File: config.mk
export PLATFORM = sky130hd
export DESIGN_NAME = mslr_monitor
export DESIGN_NICKNAME = d
export VERILOG_FILES = /design/src/mslr_detect.v /design/src/mslr_monitor.v
export VERILOG_INCLUDE_DIRS = /design/src
export SDC_FILE = /design/constraint.sdc
export NUM_CORES = 2
export LEC_CHECK = 0
export BUFFER_PORTS_ARGS = -buffer_cell sky130_fd_sc_hd__buf_4
export CAP_MARGIN = 20
export CORE_MARGIN = 1
export CORE_UTILIZATION = 62
export DETAILED_ROUTE_END_ITERATION = 8
export PLACE_DENSITY = 0.79
export SKIP_LAST_GASP = 1
export SYNTH_ARGS = -nofsm -noshare
export SYNTH_HDL_FRONTEND = slang
export SYNTH_SLANG_ARGS = --single-unit
File: constraint.sdc
create_clock -name pclk -period 16.4 [get_ports pclk]
set_clock_uncertainty 0.15 [all_clocks]
set_input_delay 3.28 -clock pclk [delete_from_list [all_inputs] [get_ports pclk]]
set_output_delay 3.28 -clock pclk [all_outputs]
set_load 0.02 [all_outputs]
File: src/mslr_regs.vh
`ifndef MSLR_REGS_VH
`define MSLR_REGS_VH
// ----------------------------------------------------------------
// Register map, byte addresses on the APB bus
// ----------------------------------------------------------------
`define MSLR_CTRL_ADDR 12'h000
`define MSLR_TSET_ADDR 12'h004
`define MSLR_I2T_ADDR 12'h008
`define MSLR_LIM_ADDR 12'h00c
`define MSLR_STAT_ADDR 12'h010
`define MSLR_IRQS_ADDR 12'h014
`define MSLR_IRQC_ADDR 12'h018
`define MSLR_IRQE_ADDR 12'h01c
`define MSLR_ELAP_ADDR 12'h020
`define MSLR_ACC_ADDR 12'h024
// ----------------------------------------------------------------
// Control register fields
// ----------------------------------------------------------------
`define MSLR_CTRL_EN_BIT 0
`define MSLR_CTRL_I2T_BIT 1
`define MSLR_CTRL_AUTO_BIT 2
`define MSLR_CTRL_SPD_BIT 3
`define MSLR_CTRL_STALL_BIT 4
`define MSLR_CTRL_MTH_LO 5
`define MSLR_CTRL_MTH_HI 6
`define MSLR_CTRL_RST 32'h00000000
// ----------------------------------------------------------------
// Starting methods
// ----------------------------------------------------------------
`define MSLR_METH_DIRECT 2'h0
`define MSLR_METH_STARDELTA 2'h1
`define MSLR_METH_SOFT 2'h2
// ----------------------------------------------------------------
// Reset values of limits, in milliseconds and current units
// ----------------------------------------------------------------
`define MSLR_TSET_RST 32'h00002710
`define MSLR_NOLOAD_RST 16'h000a
`define MSLR_DETECT_RST 16'h0096
`define MSLR_I2T_RST 32'h00100000
// ----------------------------------------------------------------
// Timing: one millisecond tick, ten millisecond rise window
// ----------------------------------------------------------------
`define MSLR_CLK_MHZ 100
`define MSLR_TICK_US 1000
`define MSLR_TICK_CYC (`MSLR_CLK_MHZ * `MSLR_TICK_US)
`define MSLR_RISE_MS 10
// ----------------------------------------------------------------
// Status and interrupt bits
// ----------------------------------------------------------------
`define MSLR_EV_START 0
`define MSLR_EV_TRIP 1
`define MSLR_EV_EXT 2
`define MSLR_EV_W 3
`endif
File: src/mslr_detect.v
`include "mslr_regs.vh"
// Start detector: a start counts only when current passes both limits
// within the rise window after first leaving the no-load level.
module mslr_detect #(
  parameter RISE_MS = `MSLR_RISE_MS
) (
  // Clock, reset and enable.
  input wire pclk,
  input wire presetn,
  input wire clk_en,
  // Millisecond tick and method.
  input wire tick_ms,
  input wire [1:0] method,
  // Current and limits.
  input wire [15:0] current,
  input wire [15:0] noload_lim,
  input wire [15:0] detect_lim,
  // One-cycle start pulse.
  output reg start_det
);
  // ----------------------------------------------------------------
  // Rise window tracking
  // ----------------------------------------------------------------
  reg armed_r; // Motor seen stopped, waiting for a rise.
  reg rising_r; // Above no-load, window running.
  reg [7:0] win_r; // Elapsed window in milliseconds.
  wire above_nl = current > noload_lim;
  wire above_det = current > detect_lim;
  // Soft start has no fast rise, so only the two hard methods detect.
  wire hard = (method == `MSLR_METH_DIRECT) || (method == `MSLR_METH_STARDELTA);
  always @(posedge pclk or negedge presetn) begin
    if (!presetn) begin
      armed_r <= 1'b1;
      rising_r <= 1'b0;
      win_r <= 8'h00;
      start_det <= 1'b0;
    end else if (clk_en) begin
      start_det <= 1'b0;
      if (!above_nl) begin
        armed_r <= 1'b1;
        rising_r <= 1'b0;
        win_r <= 8'h00;
      end else if (armed_r && hard) begin
        if (above_det && win_r < RISE_MS[7:0]) begin
          start_det <= 1'b1;
          armed_r <= 1'b0;
          rising_r <= 1'b0;
        end else if (win_r >= RISE_MS[7:0]) begin
          armed_r <= 1'b0; // Slow rise is ignored.
          rising_r <= 1'b0;
        end else begin
          rising_r <= 1'b1;
          if (tick_ms) begin
            win_r <= win_r + 8'h01;
          end
        end
      end
    end
  end
endmodule // mslr_detect

File: src/mslr_monitor.v
`include "mslr_regs.vh"
// How it works
// - Definite time or I2t principle selectable
// - I2t budget lengthens start at lower current
// - Limit from setting or hot/cold stall times
// - Accumulate I2t and compare with limit
// - Trip when start exceeds allowed value
// - Speed switch grants extra start time
// - Trip past safe stall time with switch
// - Stall mode reuses start settings after start
// - Settings for allowed time and switch use
// - Start needs both limits within 10 ms
// - Method select: direct, star-delta, soft
module mslr_monitor #(
  parameter TICK_CYC = `MSLR_TICK_CYC
) (
  // APB slave.
  input wire pclk,
  input wire presetn,
  input wire psel,
  input wire penable,
  input wire pwrite,
  input wire [11:0] paddr,
  input wire [31:0] pwdata,
  output reg [31:0] prdata,
  output wire pready,
  output wire pslverr,
  // Clock enable.
  input wire clk_en,
  // Motor measurements and neighbours.
  input wire [15:0] phase_current,
  input wire speed_switch,
  input wire motor_stopped,
  input wire motor_stalled,
  input wire thermal_active,
  input wire [7:0] thermal_status,
  input wire [31:0] stall_time_cold,
  input wire [31:0] stall_time_hot,
  // Outputs to breaker and CPU.
  output reg trip,
  output wire irq
);
  // ----------------------------------------------------------------
  // Register storage
  // ----------------------------------------------------------------
  reg [31:0] ctrl_r; // Enables, principle, source, method.
  reg [31:0] tset_r; // Allowed start time in ms.
  reg [31:0] i2t_r; // Allowed I2t level, current squared; times the allowed time gives the budget.
  reg [15:0] noload_r; // No-load current limit.
  reg [15:0] detect_r; // Start detect limit.
  reg [`MSLR_EV_W-1:0] irqs_r; // Sticky events.
  reg [`MSLR_EV_W-1:0] irqe_r; // Event enables.
  reg [31:0] elap_r; // Elapsed ms of this start or stall.
  reg [47:0] acc_r; // Accumulated I2t.
  reg active_r; // Start or stall under watch.
  reg stall_r; // Watching a stall rather than a start.
  reg ext_r; // Extension granted by the switch.
  reg [31:0] tick_r; // Millisecond prescaler.
  wire tick_ms = (tick_r == TICK_CYC - 1);
  wire wr = psel && penable && pwrite;
  wire [1:0] method = ctrl_r[`MSLR_CTRL_MTH_HI:`MSLR_CTRL_MTH_LO];
  wire start_det;
  // Zero-wait slave; unmapped addresses read zero with no error.
  assign pready = 1'b1;
  assign pslverr = 1'b0;
  // ----------------------------------------------------------------
  // Start detector
  // ----------------------------------------------------------------
  mslr_detect #(
    .RISE_MS(`MSLR_RISE_MS)
  ) u_det (
    .pclk(pclk),
    .presetn(presetn),
    .clk_en(clk_en),
    .tick_ms(tick_ms),
    .method(method),
    .current(phase_current),
    .noload_lim(noload_r),
    .detect_lim(detect_r),
    .start_det(start_det)
  );
  // ----------------------------------------------------------------
  // Limit selection
  // ----------------------------------------------------------------
  // Safe stall time interpolates cold to hot with thermal status;
  // without the thermal function the manual setting is kept.
  wire use_auto = ctrl_r[`MSLR_CTRL_AUTO_BIT] && thermal_active;
  wire [39:0] hot_part = stall_time_hot * thermal_status;
  wire [39:0] cold_part = stall_time_cold * (8'hff - thermal_status);
  wire [39:0] mix = hot_part + cold_part;
  wire [31:0] safe_time = mix[39:8];
  wire [31:0] allow_time = use_auto ? safe_time : tset_r;
  wire [31:0] isq = phase_current * phase_current;
  // The I2t budget scales with the chosen time so both sources apply.
  wire [63:0] bud_full = i2t_r * allow_time;
  wire [47:0] budget = (bud_full[63:48] != 16'h0000) ? 48'hffffffffffff :
    bud_full[47:0];
  // Definite time exceeded, or I2t budget spent; lower current spends
  // the budget slower so the start may run longer.
  wire over_def = elap_r >= allow_time;
  wire over_i2t = acc_r > budget;
  wire over_main = ctrl_r[`MSLR_CTRL_I2T_BIT] ? over_i2t : over_def;
  // With the switch in use a trip needs both the main limit and the safe stall time passed.
  wire over_safe = elap_r >= safe_time;
  wire spd_on = ctrl_r[`MSLR_CTRL_SPD_BIT] && speed_switch;
  wire trip_now = active_r && ((over_main && !spd_on) ||
    (over_main && spd_on && over_safe));
  wire stall_go = ctrl_r[`MSLR_CTRL_STALL_BIT] && motor_stalled && !active_r;
  wire [47:0] acc_sum = acc_r + {16'h0000, isq};
  // ----------------------------------------------------------------
  // Monitor state
  // ----------------------------------------------------------------
  // Accumulation is once per millisecond so the budget is in ms units.
  always @(posedge pclk or negedge presetn) begin
    if (!presetn) begin
      tick_r <= 32'h00000000;
      elap_r <= 32'h00000000;
      acc_r <= 48'h000000000000;
      active_r <= 1'b0;
      stall_r <= 1'b0;
      ext_r <= 1'b0;
      trip <= 1'b0;
    end else if (clk_en) begin
      tick_r <= tick_ms ? 32'h00000000 : tick_r + 32'h00000001;
      if (!ctrl_r[`MSLR_CTRL_EN_BIT] || motor_stopped) begin
        active_r <= 1'b0;
        stall_r <= 1'b0;
        ext_r <= 1'b0;
        trip <= 1'b0;
      end else if (start_det || stall_go) begin
        elap_r <= 32'h00000000;
        acc_r <= 48'h000000000000;
        active_r <= 1'b1;
        stall_r <= stall_go && !start_det;
        ext_r <= 1'b0;
      end else if (active_r) begin
        if (tick_ms) begin
          elap_r <= elap_r + 32'h00000001;
          acc_r <= (acc_sum < acc_r) ? 48'hffffffffffff : acc_sum;
        end
        if (over_main && spd_on) begin
          ext_r <= 1'b1;
        end
        if (trip_now) begin
          trip <= 1'b1;
          active_r <= 1'b0;
        end else if (stall_r && !motor_stalled) begin
          active_r <= 1'b0; // Stall cleared without trip.
        end else if (!stall_r && phase_current <= detect_r && !over_main) begin
          active_r <= 1'b0; // Current fell back, start completed.
        end
      end
    end
  end
  // ----------------------------------------------------------------
  // Events and interrupt
  // ----------------------------------------------------------------
  wire [`MSLR_EV_W-1:0] ev = {ext_r == 1'b0 && active_r && over_main && spd_on,
    trip_now, start_det || stall_go};
  always @(posedge pclk or negedge presetn) begin
    if (!presetn) begin
      irqs_r <= {`MSLR_EV_W{1'b0}};
    end else if (clk_en) begin
      // Set wins over a clear in the same cycle.
      irqs_r <= (irqs_r & ~((wr && paddr == `MSLR_IRQC_ADDR) ?
        pwdata[`MSLR_EV_W-1:0] : {`MSLR_EV_W{1'b0}})) | ev;
    end
  end
  assign irq = |(irqs_r & irqe_r);
  // ----------------------------------------------------------------
  // Register writes
  // ----------------------------------------------------------------
  always @(posedge pclk or negedge presetn) begin
    if (!presetn) begin
      ctrl_r <= `MSLR_CTRL_RST;
      tset_r <= `MSLR_TSET_RST;
      i2t_r <= `MSLR_I2T_RST;
      noload_r <= `MSLR_NOLOAD_RST;
      detect_r <= `MSLR_DETECT_RST;
      irqe_r <= {`MSLR_EV_W{1'b0}};
    end else if (clk_en && wr) begin
      case (paddr)
        `MSLR_CTRL_ADDR: begin
          ctrl_r <= {25'h0000000, pwdata[6:0]};
        end
        `MSLR_TSET_ADDR: begin
          tset_r <= pwdata;
        end
        `MSLR_I2T_ADDR: begin
          i2t_r <= pwdata;
        end
        `MSLR_LIM_ADDR: begin
          noload_r <= pwdata[15:0];
          detect_r <= pwdata[31:16];
        end
        `MSLR_IRQE_ADDR: begin
          irqe_r <= pwdata[`MSLR_EV_W-1:0];
        end
        default: begin
          irqe_r <= irqe_r;
        end
      endcase
    end
  end
  // ----------------------------------------------------------------
  // Read data, registered at the setup phase
  // ----------------------------------------------------------------
  always @(posedge pclk or negedge presetn) begin
    if (!presetn) begin
      prdata <= 32'h00000000;
    end else if (clk_en && psel && !penable && !pwrite) begin
      case (paddr)
        `MSLR_CTRL_ADDR: prdata <= ctrl_r;
        `MSLR_TSET_ADDR: prdata <= tset_r;
        `MSLR_I2T_ADDR: prdata <= i2t_r;
        `MSLR_LIM_ADDR: prdata <= {detect_r, noload_r};
        `MSLR_STAT_ADDR: prdata <= {27'h0000000, ext_r, stall_r, trip, active_r,
          speed_switch};
        `MSLR_IRQS_ADDR: prdata <= {29'h00000000, irqs_r};
        `MSLR_IRQE_ADDR: prdata <= {29'h00000000, irqe_r};
        `MSLR_ELAP_ADDR: prdata <= elap_r;
        `MSLR_ACC_ADDR: prdata <= acc_r[47:16];
        default: prdata <= 32'h00000000;
      endcase
    end
  end
endmodule // mslr_monitor

# == Word-level counts from Yosys, hierarchy flattened ==
# Index checks and enable logic that the tools add are counted.
# op_classes
n_addsub,6
multipliers,4
n_lt_le_gt_ge,9
eq_ne,17
mux,41
bitwise_logic,6
n_reduce_logical,59
# ops
cell,n
32-bit case mux with 9 select lines,1
48-bit two-way mux,5
32-bit two-way mux,5
"32-bit by 1-bit adder with 32-bit output, second input constant",2
32-bit greater-or-equal comparator,2
32-bit by 32-bit multiplier with 64-bit output,1
48-bit by 32-bit adder with 48-bit output,1
"12-bit by 5-bit equality test with 1-bit output, second input constant",4
48-bit > comparator,1
48-bit less-than comparator,1
40-bit adder,1
32-bit by 8-bit multiplier with 40-bit output,1
33-bit by 9-bit multiplier with 40-bit output,1
8-bit two-way mux,5
"32-bit by 17-bit equality test with 1-bit output, second input constant",1
16-bit > comparator,2
16-bit by 16-bit multiplier with 32-bit output,1
"12-bit by 4-bit equality test with 1-bit output, second input constant",2
"12-bit by 6-bit equality test with 1-bit output, second input constant",2
1-bit logical AND,24
1-bit two-way mux,24
16-bit <= comparator,1
16-bit nonzero test,1
"12-bit by 3-bit equality test with 1-bit output, second input constant",1
24 further kinds,52
# totals
reg_bits,267
input_bits,142
out_inout_bits,36
word_cells,160

# == Longest topological paths before layout ==
# depth
depth_word,17
mapped_depth,64
mapped_depth_nobuf,59

# == By module ==
# From an unflattened synthesis, not the netlist that was laid out.
# unflattened
hier_cells,8403
hier_area_um2,75741.4
# modules_own_cells
module,n_inst,cells_per_inst,area_each_um2,seq_area_each_um2
mslr_monitor,1,8238,74371.3,6446.2
mslr_detect,1,165,1370.1,251.5

# == Least setup slack after synthesis ==
# OpenSTA, ideal clock, no wires.
# synth_timing
path_kind,input-to-reg
from,input port thermal_status[2]
to,register active_r
setup_time_ns,0.083
t_arrival_ns,18.288
required_time_ns,16.167
slack_ns,-2.120
stages,56
n_path_buf,5
path_cell_list,clkbuf_1 > clkbuf_1 > nand2_1 > fa_1 > fa_1 > fa_1 > inv_1 > fa_1 > fa_1 > inv_1 > fa_1 > inv_1 > ha_1 > a21o_1 > a21o_1 > a21oi_1 > a2bb2oi_1 > a31o_2 > (+20 left out) > a221o_1 > a31oi_1 > o21a_1 > a211oi_1 > or3_1 > a211oi_1 > o2111ai_2 > buf_2 > nor3_1 > ha_1 > a21o_1 > a221o_1 > a221o_1 > a21oi_1 > o211ai_1 > o211ai_1 > mux2_2 > o21ai_0
# synth_between
elab_chain_len,17
word_cells_on_any_way,25
cone_classes,add/sub (2); mul (3); order compare (3); mux (9); reduce/logical (8)
# synth_lines
item,line_no,rtl
from (decl),mslr_monitor.v:36,"input wire [7:0] thermal_status,"
8-bit by 8-bit subtractor with 9-bit output,mslr_monitor.v:89,wire [39:0] cold_part = stall_time_cold * (8'hff - thermal_status);
33-bit by 9-bit multiplier with 40-bit output,mslr_monitor.v:89,
40-bit adder *,mslr_monitor.v:90,wire [39:0] mix = hot_part + cold_part;
32-bit two-way mux,mslr_monitor.v:92,wire [31:0] allow_time = use_auto ? safe_time : tset_r;
32-bit by 32-bit multiplier with 64-bit output,mslr_monitor.v:95,wire [63:0] bud_full = i2t_r * allow_time;
16-bit nonzero test,mslr_monitor.v:96,wire [47:0] budget = (bud_full[63:48] != 16'h0000) ? 48'hffffffffffff :
48-bit two-way mux,mslr_monitor.v:96,
48-bit > comparator,mslr_monitor.v:101,wire over_i2t = acc_r > budget;
1-bit two-way mux,mslr_monitor.v:102,wire over_main = ctrl_r[`MSLR_CTRL_I2T_BIT] ? over_i2t : over_def;
1-bit zero test / 1-bit logical AND (equally long branches),"mslr_monitor.v:149, mslr_monitor.v:107",
"1-bit logical AND, on equally long branches","mslr_monitor.v:149, mslr_monitor.v:107",
1-bit two-way mux / 1-bit logical OR (equally long branches),"mslr_monitor.v:149, mslr_monitor.v:106",
1-bit two-way mux / 1-bit logical AND (equally long branches),"mslr_monitor.v:147, mslr_monitor.v:106",
1-bit two-way mux *,mslr_monitor.v:144,if (trip_now) begin
1-bit two-way mux *,mslr_monitor.v:136,end else if (active_r) begin
1-bit two-way mux *,mslr_monitor.v:130,end else if (start_det || stall_go) begin
1-bit two-way mux *,mslr_monitor.v:125,if (!ctrl_r[`MSLR_CTRL_EN_BIT] || motor_stopped) begin
to (signal assigned),mslr_monitor.v:126,active_r <= 1'b0;
to (signal assigned),mslr_monitor.v:133,active_r <= 1'b1;
to (signal assigned),mslr_monitor.v:146,active_r <= 1'b0;
to (decl),mslr_monitor.v:55,reg active_r;
# Mark *: on every way between the ends. The rest lies on a longest branch, timed or not.
# A chain may end at the register's enable or synchronous reset.

# == Worst setup path after layout ==
# layout_timing
from,input port thermal_status[3]
to,register active_r
# The elaborated chain is that of the path after synthesis.

==> impl_metrics.py <==
metrics = {
    "synthesis": {
        "synth_edf_count": 0,
        "synth-compound-area-share_pct": 6.723,
        "syn_inst": 8329,
        "synth_fa_ha_area_share_pct": 51.79,
        "ys_seq_area_share_pct": 8.932,
        "synth_flop_cell": "dfrtp_1",
        "synth_top_family_by_area": "adder cells",
        "synthArstFlopShare_pct": 100.0,
        "synth_mux_area_share_pct": 2.199,
        "synthSimpleGateAreaFrac_pct": 16.75,
        "syn_area_um2": 74980,
        "ys_ff_latch": 267,
        "yosysWarningCount": 0,
        "syn_area_per_cell_um2": 9.003,
        "syn-num-nets": 10660,
        "synth_cell_types": 91,
        "synth_xor_area_share_pct": 2.149,
    },
    "final_layout": {
        "final_cell_mix": "1,877 x inv_1, 1,487 x fa_1, 1,000 x nand2_1",
        "fin_util_pct": 72.38,
        "final_common_cell": "inv_1",
        "layout-drive-gt1-share_pct": 16.13,
        "nets": 11300,
        "syn_to_final_growth_pct": 15.81,
        "final_cells": 10610,
    },
    "min_path": {
        "worstHoldStart": "u_det.armed_r$_DFFE_PN1P_",
        "holdPathStages": 2,
        "min_delay_worst_endpoint": "u_det.armed_r$_DFFE_PN1P_",
        "min_path_type": "reg2reg",
    },
    "floorplan": {
        "ioPinCount": 178,
        "die_w_um": 349.8,
        "rows": 127,
        "dieHeight_um": 349.8,
        "start_util_pct": 62.50,
        "core_area_um2": 120000,
        "dieArea_um2": 122300,
    },
    "power": {
        "leakage_nw": 45.36,
        "p_seq_share_pct": 4.7,
        "p_sw_share_pct": 50.15,
        "p_int_mw": 7.600,
        "clkPwrFrac_pct": 4.5,
        "ir_worst_vdd_mv": 0.5250,
        "power_density_nw_per_um2": 175.6,
        "switchingPower_mw": 7.647,
        "combPwrFrac_pct": 90.8,
    },
    "global_route": {
        "grt_pass1_vias": 65860,
        "grt_pass1_wl_mm": 357.7,
        "gr-total-overflow": 0,
        "grt_max_degree": 144,
        "track_usage_pct": 37.57,
        "antenna_found_initial": 14,
    },
    "route": {
        "drt_iter0_drc": 5300,
        "via_per_inst": 5.775,
        "post_drt_wl_per_cell_um": 21.36,
        "drc": 0,
        "vias": 61290,
        "first_pass_iters": 8,
        "drtAntennaViolNets": 0,
        "drt_wl_total_mm": 226.7,
    },
    "clock_network": {
        "numClockSinks": 267,
        "htree_levels": 1,
        "root_buffer": "clkbuf_16",
        "path_clk_slew_ps": 60,
        "cts_tree": "built",
        "cts-buffers-inserted": 30,
        "insertion_delay_ps": 570,
        "cts_max_path_buffers": 3,
    },
    "setup_path": {
        "critPathKind": "in2reg",
        "start_kind": "input port",
        "crit_path_max_incr_delay_ps": 590,
        "crit_fanout": 10,
        "crit_arrival_ps": 18970,
        "reg2reg_to": "active_r$_DFFE_PN0P_",
        "r2r_start": "ctrl_r[2]$_DFFE_PN0P_",
        "critPathRequiredTime_ps": 16730,
        "end_kind": "flip-flop",
        "worst_path_most_repeated_cell": "fa_1",
        "rrSetupSlack_ps": 4320,
        "r2r_cells": 41,
        "crit_path_top_delay_cell": "fa_1",
    },
    "status": {
        "violations": "setup timing",
        "status": "finished, violations left",
    },
    "timing": {
        "final-hold-violation-count": 0,
        "slew_headroom_pct": 13.46,
        "finalSetupViolCount": 5,
        "fin_crit_sh_pct": 113.6,
        "fin_ws_ps": -2238,
        "clock.fmax_mhz": 53.65,
        "rsz0062_at_grt": "yes",
        "drv_slew": 0,
        "fin_tns_setup_ps": -10750,
        "period_needed_ps": 18640,
        "hold_slack_ps": 334.0,
        "worst_pin_slew_ps": 1265,
    },
    "place": {
        "io_buffers": 175,
        "hpwl_mm": 179.0,
        "dp_cells": 10440,
        "dp_slack_ps": -3241,
        "gp_congestion": 0.9883,
    },
    "job": {
        "maxCapViolations": 0,
    },
}
logic make-up (layout without fill, tap and decap cells):
group | after synthesis | in the layout
and+or+nand+nor | 2509 | 2509
buffers and inverters | 2268 | 2932
adders and majority gates | 2191 | 2191
AOI/OAI and AO/OA | 758 | 759
DFF | 267 | 267
xor gates and xnor gates | 184 | 184
muxes | 150 | 150
other | 2 | 9
flip-flops by register name (all words and copies together) (netlist names), 8 cells and up:
register     flops
i2t_r           32
prdata          32
detect_r        16
u_det.win_r      8
tick_r          32
tset_r          32
elap_r          32
acc_r           48
noload_r        16
worst max-delay path by stage:
stage / startpoint / end / cells after the start
2_1_floorplan: thermal_status[5] / active_r$_DFFE_PN0P_ / 57
3_3_place_gp: thermal_status[3] / active_r$_DFFE_PN0P_ / 56
3_5_place_dp: thermal_status[2] / active_r$_DFFE_PN0P_ / 57
4_1_cts: thermal_status[3] / active_r$_DFFE_PN0P_ / 61
5_1_grt: thermal_status[3] / active_r$_DFFE_PN0P_ / 63
6_report: thermal_status[3] / active_r$_DFFE_PN0P_ / 62
final cells by class:
class | instances | area (um^2)
clock buffers | 47 | 905.9
fillers | 8547 | 33140
diodes | 7 | 17.52
flip-flops and latches | 267 | 6699
inverters | 1892 | 7102
well taps | 1612 | 2017
repair buffers | 984 | 8637
clock inverters | 9 | 83.83
multi-input cells | 5795 | 61370
power by group through the flow:
stage | Sequential, mW | Clock (mW) | Combinational, mW
after CTS | 0.708 | 0.683 | 13.0
after global placement | 0.718 | 0 | 11.7
after floorplan | 0.726 | 0 | 7.32
after detailed placement | 0.719 | 0 | 12.1
after global routing | 0.711 | 0.712 | 15.3
final | 0.710 | 0.685 | 13.9
routing by layer:
metal	up-vias	share of wire (%)	global-route usage, %
met1	31060	38	49.37
met5	-	0.020	0
met3	663	8.8	5.012
li1	26610	-	-
met2	2946	47	61.01
met4	6	6.2	19.63
synth_stat cells, types with 23 or more instances:
master	instances	area [um^2]
nor2_1	210	788.3
ha_1	670	8383
o21ai_1	23	115.1
a21o_1	80	600.6
nor2b_1	199	1245
nand2_1	1004	3769
clkbuf_1	342	1284
o21ai_0	142	710.7
mux2_2	118	1329
a31oi_1	25	156.4
fa_1	1521	30450
nand4_1	81	506.7
and2_1	573	3585
mux2i_1	32	320.3
xnor2_1	97	849.6
nor3_1	89	445.4
and3_1	28	175.2
inv_1	1892	7102
a21oi_1	198	991.0
nor4_1	26	162.7
xor2_1	87	762.0
o21a_1	33	247.7
a22oi_1	38	285.3
nand2b_1	169	1057
dfrtp_1	254	6356
nand3_1	60	300.3
a221oi_1	36	315.3
critical path, delay by kind of cell:
family / cells / cell delay (ps)
AOI/OAI and AO/OA: 11 / 2390
xor gates and xnor gates: 1 / 150
adders and majority gates: 17 / 7760
buffers and inverters: 18 / 2200
muxes: 1 / 330
and+or+nand+nor: 14 / 2790
stage by stage:
| stage | total power [mW] | instance area [um^2] |
|---|---|---|
| finish | 15.25 | 86830 |
| global route | 16.69 | 86830 |
| CTS | 14.38 | 85540 |
| detailed placement | 12.81 | 82960 |
| global placement | 12.38 | 82960 |
| floorplan | 8.041 | 75340 |
repair_timing:
action                                  4_1_cts  5_1_grt
hold buffers                                  0        0
setup buffers                                52       49
endpoints found under the setup margin        5        5
pin swaps                                   103      123
gates resized for setup                     185      150
cloned                                        7        8
Note: power is estimated with default switching activity, not from simulation.
